<file path="src/inc/ddcw_pkg.sv">
package ddcw_pkg;
  // ******************************************************************
  // Word indices on the bus
  // ******************************************************************
  localparam logic [1:0] WORD0 = 2'h0;
  localparam logic [1:0] WORD1 = 2'h1;
  localparam logic [1:0] WORD2 = 2'h2;
  localparam logic [1:0] WORD3 = 2'h3;
  // Command word 0 fields
  localparam int UNIT_ID_MSB = 7;
  localparam int UNIT_ID_LSB = 4;
  // Command word 2 fields
  localparam int OFS_REV_BIT = 7;
  localparam int OFS_FWD_BIT = 6;
  localparam int STB_LATE_BIT = 5;
  localparam int STB_EARLY_BIT = 4;
  // Command word 3 fields
  localparam int DIAG_BIT = 7;
  localparam int REZERO_BIT = 5;
  localparam int FCLR_BIT = 4;
  // Status word 0 bit positions
  localparam int SW0_NOT_READY = 7;
  localparam int SW0_SERVO_ERR = 6;
  localparam int SW0_RW_FAULT = 5;
  localparam int SW0_SPEED_ERR = 4;
  localparam int SW0_PWR_LOSS = 3;
  localparam int SW0_WPROT = 2;
  localparam int SW0_SEEKING = 1;
  localparam int SW0_NOT_ON_CYL = 0;
  // Status word 1 bit positions
  localparam int SW1_INVALID = 4;
  localparam int SW1_TIMEOUT = 3;
  localparam int SW1_ILL_ADDR = 1;
  localparam int SW1_INT_ERR = 0;
  // Sector size codes, one-hot from 128 bytes
  localparam logic [7:0] SSIZE_128 = 8'h01;
  localparam logic [7:0] SSIZE_4096 = 8'h20;
  // Head count codes
  localparam logic [7:0] HEADS_3 = 8'h03;
  localparam logic [7:0] HEADS_5 = 8'h05;
  // Rezero longest time, milliseconds and cycles at 50 MHz
  localparam int CLK_HZ = 50000000;
  localparam int REZERO_MS = 800;
  localparam int REZERO_CYC = (CLK_HZ / 1000) * REZERO_MS;
endpackage

</file>
<file path="src/inc/ddcw_cmd_if.sv">
`timescale 1ns/1ps
// Accepted command word from handshake unit to the decoder
interface ddcw_cmd_if;
  logic take; // One-cycle pulse: word accepted
  logic [1:0] idx; // Word index
  logic [7:0] data; // Command byte
  modport src (output take, output idx, output data);
  modport dst (input take, input idx, input data);
endinterface // ddcw_cmd_if

</file>
<file path="src/logic/ddcw_handshake.sv">
`timescale 1ns/1ps
// ******************************************************************
// Attention / cycle acknowledge handshake with pin synchronisers
// ******************************************************************
module ddcw_handshake (
  input wire logic clk,
  input wire logic nrst,
  input wire logic attn_pin,
  input wire logic dir_pin,
  input wire logic word_index_bit0,
  input wire logic word_index_bit1,
  input wire logic [7:0] bus_in,
  input wire logic selected,
  output logic cycle_ack_line,
  output logic status_phase,
  output logic [1:0] cur_idx,
  ddcw_cmd_if.src cmd
);
  // Three-stage synchronisers for all pins, one vector
  logic [11:0] s1_r, s2_r, s3_r;
  logic [11:0] stable_r; // Value once stages two and three agree
  logic ack_r; // Acknowledge held until attention drops
  always_ff @(posedge clk or negedge nrst) begin
    if (!nrst) begin
      s1_r <= 12'h000;
      s2_r <= 12'h000;
      s3_r <= 12'h000;
    end else begin
      s1_r <= {attn_pin, dir_pin, word_index_bit1, word_index_bit0, bus_in};
      s2_r <= s1_r;
      s3_r <= s2_r;
    end
  end
  // Accept a change once two stages agree, filtering glitches
  always_ff @(posedge clk or negedge nrst) begin
    if (!nrst) begin
      stable_r <= 12'h000;
    end else begin
      for (int i = 0; i < 12; i++) begin
        if (s2_r[i] == s3_r[i]) begin
          stable_r[i] <= s3_r[i];
        end
      end
    end
  end
  wire attn = stable_r[11];
  wire dir = stable_r[10];
  // Take word on attention rise; drop ack after attention drops
  always_ff @(posedge clk or negedge nrst) begin
    if (!nrst) begin
      ack_r <= 1'b0;
    end else if (!ack_r && attn && (selected || (dir && stable_r[9:8] == 2'h0))) begin
      ack_r <= 1'b1;
    end else if (ack_r && !attn) begin
      ack_r <= 1'b0;
    end
  end
  assign cycle_ack_line = ack_r;
  assign cmd.take = !ack_r && attn && dir && (selected || stable_r[9:8] == 2'h0);
  assign cmd.idx = stable_r[9:8];
  assign cmd.data = stable_r[7:0];
  assign status_phase = !dir;
  assign cur_idx = stable_r[9:8];
  // ******************************************************************
  // Checks
  // ******************************************************************
  a_ack_release: assert property (@(posedge clk) disable iff (!nrst)
    (ack_r && !attn) |=> !ack_r) else $error("ack held after attention dropped");
  a_take_pulse: assert property (@(posedge clk) disable iff (!nrst)
    cmd.take |=> ack_r && !cmd.take) else $error("take not acknowledged");
endmodule // ddcw_handshake

</file>
<file path="src/logic/ddcw_top.sv">
`timescale 1ns/1ps
module ddcw_top #(
  parameter int REZERO_CYCLES = ddcw_pkg::REZERO_CYC,
  parameter logic [2:0] SERVO_HEAD = 3'h3,
  parameter logic [7:0] SECTORS_PER_TRACK = 8'h20,
  parameter logic [7:0] SECTOR_SIZE_CODE = ddcw_pkg::SSIZE_128,
  parameter logic [7:0] DATA_HEADS_CODE = ddcw_pkg::HEADS_3,
  parameter logic [7:0] PERIPH_TYPE = 8'h5A // Arbitrary value
) (
  input wire logic clk,
  input wire logic nrst,
  input wire logic attn_pin,
  input wire logic dir_pin,
  input wire logic word_index_bit0,
  input wire logic word_index_bit1,
  input wire logic [7:0] bus_in,
  output logic [7:0] bus_out,
  output logic bus_oe_n,
  output logic cycle_ack_line,
  input wire logic [3:0] unit_straps,
  input wire logic [2:0] jumper_wprot,
  input wire logic read_enable,
  input wire logic write_enable,
  input wire logic speed_err_in,
  input wire logic power_loss_in,
  input wire logic not_ready_in,
  output logic drive_selected,
  output logic fault,
  output logic [9:0] cylinder_target_reg,
  output logic [2:0] head_select_field,
  output logic offset_fwd,
  output logic offset_rev,
  output logic strobe_early,
  output logic strobe_late,
  output logic seek_start,
  output logic seek_end,
  output logic diag_mode
);
  // ******************************************************************
  // Handshake and decoded command strobes
  // ******************************************************************
  ddcw_cmd_if cmd ();
  logic status_phase;
  logic [1:0] cur_idx;
  logic selected_r;
  ddcw_handshake u_hs (
    .clk(clk),
    .nrst(nrst),
    .attn_pin(attn_pin),
    .dir_pin(dir_pin),
    .word_index_bit0(word_index_bit0),
    .word_index_bit1(word_index_bit1),
    .bus_in(bus_in),
    .selected(selected_r),
    .cycle_ack_line(cycle_ack_line),
    .status_phase(status_phase),
    .cur_idx(cur_idx),
    .cmd(cmd)
  );
  // Decode a word strobe for a given index
  function automatic logic is_word(input logic take, input logic [1:0] idx,
                                   input logic [1:0] want);
    return take && (idx == want);
  endfunction
  wire w0 = is_word(cmd.take, cmd.idx, ddcw_pkg::WORD0);
  // Words 1 to 3 only count on the selected drive
  wire w1 = is_word(cmd.take, cmd.idx, ddcw_pkg::WORD1) && selected_r;
  wire w2 = is_word(cmd.take, cmd.idx, ddcw_pkg::WORD2) && selected_r;
  wire w3 = is_word(cmd.take, cmd.idx, ddcw_pkg::WORD3) && selected_r;
  wire [3:0] unit_id_field = cmd.data[ddcw_pkg::UNIT_ID_MSB:ddcw_pkg::UNIT_ID_LSB];
  // ******************************************************************
  // Selection
  // ******************************************************************
  // Any word 0 reselects; a mismatch deselects this drive
  always_ff @(posedge clk or negedge nrst) begin
    if (!nrst) begin
      selected_r <= 1'b0;
    end else if (w0) begin
      selected_r <= (unit_id_field == unit_straps);
    end
  end
  assign drive_selected = selected_r;
  // ******************************************************************
  // Cylinder target and seek start
  // ******************************************************************
  logic hi_loaded_r; // Word 0 handshake done, awaiting word 1
  always_ff @(posedge clk or negedge nrst) begin
    if (!nrst) begin
      cylinder_target_reg <= 10'h000;
    end else if (w0 && unit_id_field == unit_straps) begin
      cylinder_target_reg[9:8] <= cmd.data[1:0];
    end else if (w1) begin
      cylinder_target_reg[7:0] <= cmd.data;
    end
  end
  // Seek fires once both halves are in; ack completes in handshake unit
  always_ff @(posedge clk or negedge nrst) begin
    if (!nrst) begin
      hi_loaded_r <= 1'b0;
      seek_start <= 1'b0;
    end else begin
      seek_start <= w1 && hi_loaded_r;
      if (w0) begin
        hi_loaded_r <= (unit_id_field == unit_straps);
      end else if (w1) begin
        hi_loaded_r <= 1'b0;
      end
    end
  end
  // ******************************************************************
  // Command word 2: head, offset, strobe
  // ******************************************************************
  // Head, offset and strobe bits latch only on an accepted word 2
  always_ff @(posedge clk or negedge nrst) begin
    if (!nrst) begin
      head_select_field <= 3'h0;
      offset_fwd <= 1'b0;
      offset_rev <= 1'b0;
      strobe_early <= 1'b0;
      strobe_late <= 1'b0;
    end else if (w2) begin
      head_select_field <= cmd.data[2:0];
      offset_fwd <= cmd.data[ddcw_pkg::OFS_FWD_BIT];
      offset_rev <= cmd.data[ddcw_pkg::OFS_REV_BIT];
      strobe_early <= cmd.data[ddcw_pkg::STB_EARLY_BIT];
      strobe_late <= cmd.data[ddcw_pkg::STB_LATE_BIT];
    end
  end
  // Heads 0..4 only; servo head and codes above 4 are illegal
  wire head_illegal = (head_select_field > 3'h4) || (head_select_field == SERVO_HEAD);
  wire w2_servo = w2 && ((cmd.data[2:0] == SERVO_HEAD) || (cmd.data[2:0] > 3'h4));
  // ******************************************************************
  // Command word 3: diagnostic, write protect
  // ******************************************************************
  logic [2:0] cmd_wprot_r;
  always_ff @(posedge clk or negedge nrst) begin
    if (!nrst) begin
      diag_mode <= 1'b0;
      cmd_wprot_r <= 3'h0;
    end else if (w3) begin
      diag_mode <= cmd.data[ddcw_pkg::DIAG_BIT];
      cmd_wprot_r <= cmd.data[2:0];
    end
  end
  // Jumpers always protect; command bits can only add
  wire [2:0] wprot = cmd_wprot_r | jumper_wprot;
  wire head_prot = (head_select_field < 3'h3) ? wprot[head_select_field[1:0]] : 1'b0;
  wire rezero_cmd = w3 && cmd.data[ddcw_pkg::REZERO_BIT];
  wire fclr_cmd = w3 && cmd.data[ddcw_pkg::FCLR_BIT];
  // ******************************************************************
  // Rezero sequencing
  // ******************************************************************
  typedef enum logic {DDCW_IDLE, DDCW_REZERO} ddcw_rz_t;
  ddcw_rz_t rz_r;
  logic [$clog2(REZERO_CYCLES + 1)-1:0] rz_cnt_r;
  logic servo_err_r;
  logic seeking_r;
  logic not_on_cyl_r;
  // Modelled carriage travel takes the full worst-case time
  always_ff @(posedge clk or negedge nrst) begin
    if (!nrst) begin
      rz_r <= DDCW_IDLE;
      rz_cnt_r <= '0;
      seeking_r <= 1'b0;
      not_on_cyl_r <= 1'b0;
      seek_end <= 1'b1;
    end else begin
      case (rz_r)
        DDCW_IDLE: begin
          if (rezero_cmd) begin
            rz_r <= DDCW_REZERO;
            rz_cnt_r <= '0;
            seeking_r <= 1'b1;
            not_on_cyl_r <= 1'b1;
            seek_end <= 1'b0;
          end
        end
        DDCW_REZERO: begin
          if (rz_cnt_r >= ($bits(rz_cnt_r))'(REZERO_CYCLES - 1)) begin
            rz_r <= DDCW_IDLE;
            seeking_r <= 1'b0;
            not_on_cyl_r <= 1'b0;
            seek_end <= 1'b1;
          end else begin
            rz_cnt_r <= rz_cnt_r + 1'b1;
          end
        end
        default: rz_r <= DDCW_IDLE;
      endcase
    end
  end
  // Servo error only leaves through rezero
  always_ff @(posedge clk or negedge nrst) begin
    if (!nrst) begin
      servo_err_r <= 1'b0;
    end else if (rezero_cmd) begin
      servo_err_r <= 1'b0;
    end
  end
  // ******************************************************************
  // Fault and error flags
  // ******************************************************************
  logic rw_fault_r, speed_err_r, pwr_loss_r, invalid_r, timeout_r;
  logic ill_addr_r, int_err_r, wprot_flag_r;
  // Write gate while offset, strobe, or protected head is bad
  wire write_bad = write_enable && selected_r &&
                   (offset_fwd || offset_rev || strobe_early || strobe_late || head_prot);
  wire both_gates = read_enable && write_enable && selected_r;
  // Sets win over fault clear so a coincident event is kept
  always_ff @(posedge clk or negedge nrst) begin
    if (!nrst) begin
      rw_fault_r <= 1'b0;
      speed_err_r <= 1'b0;
      pwr_loss_r <= 1'b0;
      invalid_r <= 1'b0;
      timeout_r <= 1'b0;
      ill_addr_r <= 1'b0;
      int_err_r <= 1'b0;
    end else begin
      if (fclr_cmd) begin
        rw_fault_r <= 1'b0;
        speed_err_r <= 1'b0;
        pwr_loss_r <= 1'b0;
        invalid_r <= 1'b0;
        timeout_r <= 1'b0;
        ill_addr_r <= 1'b0;
        int_err_r <= 1'b0;
      end
      if (write_bad) begin
        rw_fault_r <= 1'b1;
      end
      if (speed_err_in) begin
        speed_err_r <= 1'b1;
      end
      if (power_loss_in) begin
        pwr_loss_r <= 1'b1;
      end
      if (w2_servo || both_gates) begin
        invalid_r <= 1'b1;
      end
      if (w2_servo) begin
        ill_addr_r <= 1'b1;
      end
    end
  end
  // Write protected bit: servo select or protected head
  always_ff @(posedge clk or negedge nrst) begin
    if (!nrst) begin
      wprot_flag_r <= 1'b0;
    end else if (w2_servo) begin
      wprot_flag_r <= 1'b1;
    end else if (w2) begin
      wprot_flag_r <= 1'b0;
    end
  end
  // Fault line from latched flags except servo error, timeout and write protect, plus a live bad write or servo select
  always_ff @(posedge clk or negedge nrst) begin
    if (!nrst) begin
      fault <= 1'b0;
    end else begin
      fault <= rw_fault_r || speed_err_r || pwr_loss_r || invalid_r ||
               ill_addr_r || int_err_r || write_bad || w2_servo;
    end
  end
  // ******************************************************************
  // Status words
  // ******************************************************************
  logic [7:0] sw0, sw1, stat;
  always_comb begin
    sw0 = 8'h00;
    sw0[ddcw_pkg::SW0_NOT_READY] = not_ready_in || speed_err_r;
    sw0[ddcw_pkg::SW0_SERVO_ERR] = servo_err_r;
    sw0[ddcw_pkg::SW0_RW_FAULT] = rw_fault_r;
    sw0[ddcw_pkg::SW0_SPEED_ERR] = speed_err_r;
    sw0[ddcw_pkg::SW0_PWR_LOSS] = pwr_loss_r;
    sw0[ddcw_pkg::SW0_WPROT] = wprot_flag_r || (head_prot && !head_illegal);
    sw0[ddcw_pkg::SW0_SEEKING] = seeking_r;
    sw0[ddcw_pkg::SW0_NOT_ON_CYL] = not_on_cyl_r || offset_fwd || offset_rev;
    sw1 = 8'h00;
    sw1[ddcw_pkg::SW1_INVALID] = invalid_r;
    sw1[ddcw_pkg::SW1_TIMEOUT] = timeout_r;
    sw1[ddcw_pkg::SW1_ILL_ADDR] = ill_addr_r;
    sw1[ddcw_pkg::SW1_INT_ERR] = int_err_r;
  end
  // Diagnostic words replace the standard set
  always_comb begin
    if (diag_mode) begin
      case (cur_idx)
        ddcw_pkg::WORD0: stat = SECTORS_PER_TRACK;
        ddcw_pkg::WORD1: stat = SECTOR_SIZE_CODE;
        ddcw_pkg::WORD2: stat = DATA_HEADS_CODE;
        default: stat = PERIPH_TYPE;
      endcase
    end else begin
      case (cur_idx)
        ddcw_pkg::WORD0: stat = sw0;
        ddcw_pkg::WORD1: stat = sw1;
        ddcw_pkg::WORD2: stat = {6'h00, cylinder_target_reg[9:8]};
        default: stat = cylinder_target_reg[7:0];
      endcase
    end
  end
  // Drive status only when selected and direction inactive
  always_ff @(posedge clk or negedge nrst) begin
    if (!nrst) begin
      bus_out <= 8'h00;
      bus_oe_n <= 1'b1;
    end else begin
      bus_out <= stat;
      bus_oe_n <= !(selected_r && status_phase);
    end
  end
  // ******************************************************************
  // Checks
  // ******************************************************************
  a_rezero_start: assert property (@(posedge clk) disable iff (!nrst)
    (rezero_cmd && rz_r == DDCW_IDLE) |=> !seek_end && seeking_r && !servo_err_r)
    else $error("rezero did not start");
  a_fclr_clears: assert property (@(posedge clk) disable iff (!nrst)
    (fclr_cmd && !write_bad && !both_gates && !speed_err_in && !power_loss_in && !w2_servo)
    |=> !rw_fault_r && !speed_err_r && !invalid_r) else $error("fault clear failed");
  a_write_fault: assert property (@(posedge clk) disable iff (!nrst)
    write_bad |=> fault && rw_fault_r) else $error("bad write not faulted");
  a_servo_head: assert property (@(posedge clk) disable iff (!nrst)
    w2_servo |=> invalid_r && ill_addr_r && wprot_flag_r) else $error("servo select missed");
  a_select_match: assert property (@(posedge clk) disable iff (!nrst)
    w0 |=> selected_r == $past(unit_id_field == unit_straps)) else $error("selection wrong");
  a_cyl_high: assert property (@(posedge clk) disable iff (!nrst)
    (w0 && unit_id_field == unit_straps) |=> cylinder_target_reg[9:8] == $past(cmd.data[1:0]))
    else $error("cylinder high bits wrong");
  a_seek_pair: assert property (@(posedge clk) disable iff (!nrst)
    seek_start |-> $past(w1)) else $error("seek without word 1");
  a_diag_enter: assert property (@(posedge clk) disable iff (!nrst)
    (w3 && cmd.data[ddcw_pkg::DIAG_BIT]) |=> diag_mode) else $error("diag not entered");
  a_quiet_unsel: assert property (@(posedge clk) disable iff (!nrst)
    !$past(selected_r) |-> bus_oe_n) else $error("unselected drive drove bus");
endmodule // ddcw_top

</file>
<file path="config.mk">
export PLATFORM = sky130hd
export DESIGN_NAME = ddcw_top
export DESIGN_NICKNAME = d
export VERILOG_FILES = /design/src/inc/ddcw_pkg.sv /design/src/inc/ddcw_cmd_if.sv /design/src/logic/ddcw_handshake.sv /design/src/logic/ddcw_top.sv
export SDC_FILE = /design/constraint.sdc
export NUM_CORES = 1
export LEC_CHECK = 0
export ABC_AREA = 0
export BUFFER_PORTS_ARGS = -buffer_cell sky130_fd_sc_hd__buf_2
export CAP_MARGIN = 20
export CELL_PAD_IN_SITES_DETAIL_PLACEMENT = 1
export CELL_PAD_IN_SITES_GLOBAL_PLACEMENT = 1
export CORE_MARGIN = 2
export CORE_UTILIZATION = 24
export CTS_CLUSTER_DIAMETER = 30
export DETAILED_ROUTE_END_ITERATION = 12
export PLACE_DENSITY_LB_ADDON = 0.1
export SLEW_MARGIN = 20
export SYNTH_ARGS = -nofsm -noshare
export SYNTH_HDL_FRONTEND = slang
export SYNTH_SLANG_ARGS = --single-unit
</file>
<file path="constraint.sdc">
create_clock -name clk -period 2.18 [get_ports clk]
set_input_delay 0.218 -clock clk [delete_from_list [all_inputs] [get_ports clk]]
set_output_delay 0.218 -clock clk [all_outputs]
set_load 0.03 [all_outputs]
</file>
==> flow_metrics.py <==
metrics = {
    "run_status": {
        "status": "finished clean",
    },
    "place": {
        "dp_hpwl_mm": 10.0,
        "gp_congestion": 0.767,
        "io_buffers": 57,
        "place_area_um2": 5940,
        "post-place-ws_ns": 0.0717,
        "dpl.cell_count": 784,
    },
    "min_path": {
        "holdCritPathClass": "primary input to register",
    },
    "global_routing": {
        "grt_use_total_pct": 13.8,
        "grt_remaining_overflow": 0,
        "grt_pass1_vias": 4245,
        "busiest_layer": "met2",
        "grt_use_met1_pct": 17.7,
        "antenna_found_initial": 0,
        "grtUsageMet3_pct": 3.26,
        "use_met2_pct": 22.6,
        "grt_pass1_wl_mm": 23.3,
        "grt_max_degree": 119,
    },
    "yosys": {
        "mappedNetlistArea_um2": 5100,
        "async_flop_share_pct": 100,
        "ys.flop_type": "dfrtp_1",
        "synth_top_family_by_area": "simple AND/OR/NAND/NOR gates",
        "synthXorXnorAreaFrac_pct": 0.687,
        "post-synth-top-area-cell": "dfrtp_1",
        "synthSimpleGateAreaFrac_pct": 16.3,
        "synth_compound_area_share_pct": 13.2,
        "synth-edff-count": 0,
        "synth-seq-area-share_pct": 57.9,
        "yosys_warnings": 0,
        "synthCells": 441,
        "ys_ff_latch": 118,
        "postSynthAreaPerCell_um2": 11.6,
        "synth.most_common_cell": "dfrtp_1",
        "synthMuxAreaShare_pct": 4.42,
        "yosys.area.top_type_share_pct": 56.9,
        "syn-num-nets": 473,
        "synthAdderAreaFrac_pct": 3.83,
        "synthTopCellsByCount": "116 x dfrtp_1, 39 x nand2_1, 25 x nand3_1",
        "ys_types": 67,
        "synth_area_leaders": "dfrtp_1 57%, mux2_2 3.8%, nand2_1 2.9%",
    },
    "sta": {
        "setup_viol": 0,
        "skew_ns": 0.0117,
        "hold_violations": 0,
        "setup_slack_ns": 0.166,
        "min_period_over_period_pct": 92.4,
        "rsz0062_at_grt": "no",
        "setup_tns_ns": 0,
        "period_minus_slack_ns": 2.01,
        "max_freq_mhz": 496,
        "slew_viol_final": 0,
        "slew_headroom_pct": 53.3,
        "tightest_slew_ns": 0.701,
    },
    "final_layout": {
        "regMostFlops": "rz_cnt_r",
        "diodes": 0,
        "final_area_um2": 6640,
        "nets": 574,
        "area_growth_syn_to_layout_pct": 30.2,
        "largest_reg_flops": 26,
        "fin_cells": 830,
        "drive_above_1_share_pct": 29.0,
    },
    "clocking": {
        "cts_buffer_depth": 2,
        "clock_sinks": 118,
        "clock_latency_ns": 0.42,
        "clk_pin_slew_worst_paths_ns": 0.06,
        "clockRootBuffer": "clkbuf_16",
        "cts_max_level": 4,
        "cts_made_buffers": 17,
        "cts_tree": "yes",
        "post-cts-setup-buffers": 0,
    },
    "critical_path": {
        "worst_path_most_repeated_cell": "buf_4",
        "crit_family": "simple AND/OR/NAND/NOR gates",
        "slowest_delay_ns": 0.39,
        "crit_slowest_cell": "or3_1",
        "endpoint_kind": "register",
        "cp.required_ns": 2.47,
        "crit_buf_inv": 2,
        "start_kind": "register",
        "critPathKind": "register to register",
        "worstPathMaxFanout": 8,
        "path_cells": "nor3_1 > nand4b_2 > or3_1 > buf_4 > buf_4 > nand4_1 > o211ai_1",
        "cp.arrival_ns": 2.30,
    },
    "floorplanning": {
        "die_y_um": 150,
        "num_io_pins": 58,
        "core_region_area_um2": 21000,
        "row_count": 53,
        "die_w_um": 150,
        "start_util_pct": 24.3,
        "die_area_um2": 22400,
    },
    "detailed_routing": {
        "wl_mm": 14.6,
        "drt_iter0_drc": 130,
        "wl_per_cell_um": 17.5,
        "vias": 3932,
        "viasPerCell": 4.74,
        "drc": 0,
        "ant_nets": 0,
        "drt_first_pass_iters": 4,
    },
    "pwr": {
        "cellPowerDensity_nw_per_um2": 988,
        "max-vdd-ir-drop_mv": 0.572,
        "leakage_uw": 0.00298,
        "finalPower_uw": 6560,
    },
    "job": {
        "cap_violations": 0,
    },
}
## area by class of cell
type,instances,area (um2)
clock buffer,18,439
tap,275,344
multi-input combinational,284,1970
inverter,10,37.5
fill,2355,14300
clock inverter,14,115
sequential,118,2960
timing repair buffer,111,778
## power by group
part	total [uW]	switching, uW	internal [uW]
sequential	2670	226	2450
combinational	1280	811	469
clock	2610	1100	1510
## path summary, 6_finish.rpt
| check | slack (ns) | start | endpoint | cells past startpoint |
|---|---|---|---|---|
| hold reg to reg | 0.35 | u_hs.s1_r[11] | u_hs.s2_r[11] | 0 |
| max in group asynchronous | 1.21 | nrst | cylinder_target_reg[9] | 3 |
| setup / recovery | 0.17 | rz_cnt_r[20] | rz_cnt_r[1] | 7 |
| min in group asynchronous | 0.39 | nrst | u_hs.s1_r[0] | 3 |
| hold / removal | 0.02 | power_loss_in | pwr_loss_r | 2 |
| setup reg to reg | 0.17 | rz_cnt_r[20] | rz_cnt_r[1] | 7 |
## repair_timing
item | CTS | global route
gates resized for setup | 0 | 4
hold endpoints to repair | 129 | 0
hold buffers | 14 | 0
setup endpoints to repair | 0 | 5
## cell families (layout without fill, tap and decap cells)
logic type,Yosys count,in the layout
flip-flops,118,118
adder cells (fa/ha/maj),18,18
XOR/XNOR,4,4
AO/OA/AOI/OAI,93,93
buffers and inverters,39,153
multiplexers,20,20
AND/OR/NAND/NOR,149,149
## through the flow
step / utilization [%] / hold slack (ns)
final: 31.7 / 0.0211
after floorplan: - / -0.0776
after detailed placement: 28.3 / 0.328
after global routing: 31.7 / 0.0202
after global placement: 28.3 / 0.328
after CTS: 31.7 / 0.0200
## routing by layer
metal,part of all wire [%],vias to the layer above
met3,3.6,21
met2,49,70
met5,0,-
met1,46,1994
li1,-,1847
met4,1.5,0
## cell usage in the layout (no fill, tap or decap), types with 11 or more instances in the layout
master and n:
a21oi_1 11, buf_2 56, buf_4 37, clkbuf_16 17, dfrtp_1 116, dlygate4sd3_1 14
maj3_1 12, mux2_2 17, nand2_1 39, nand3_1 25, nand4_1 15, nor2_1 16
o21ai_0 13
Note: power is estimated with default switching activity, not from simulation.
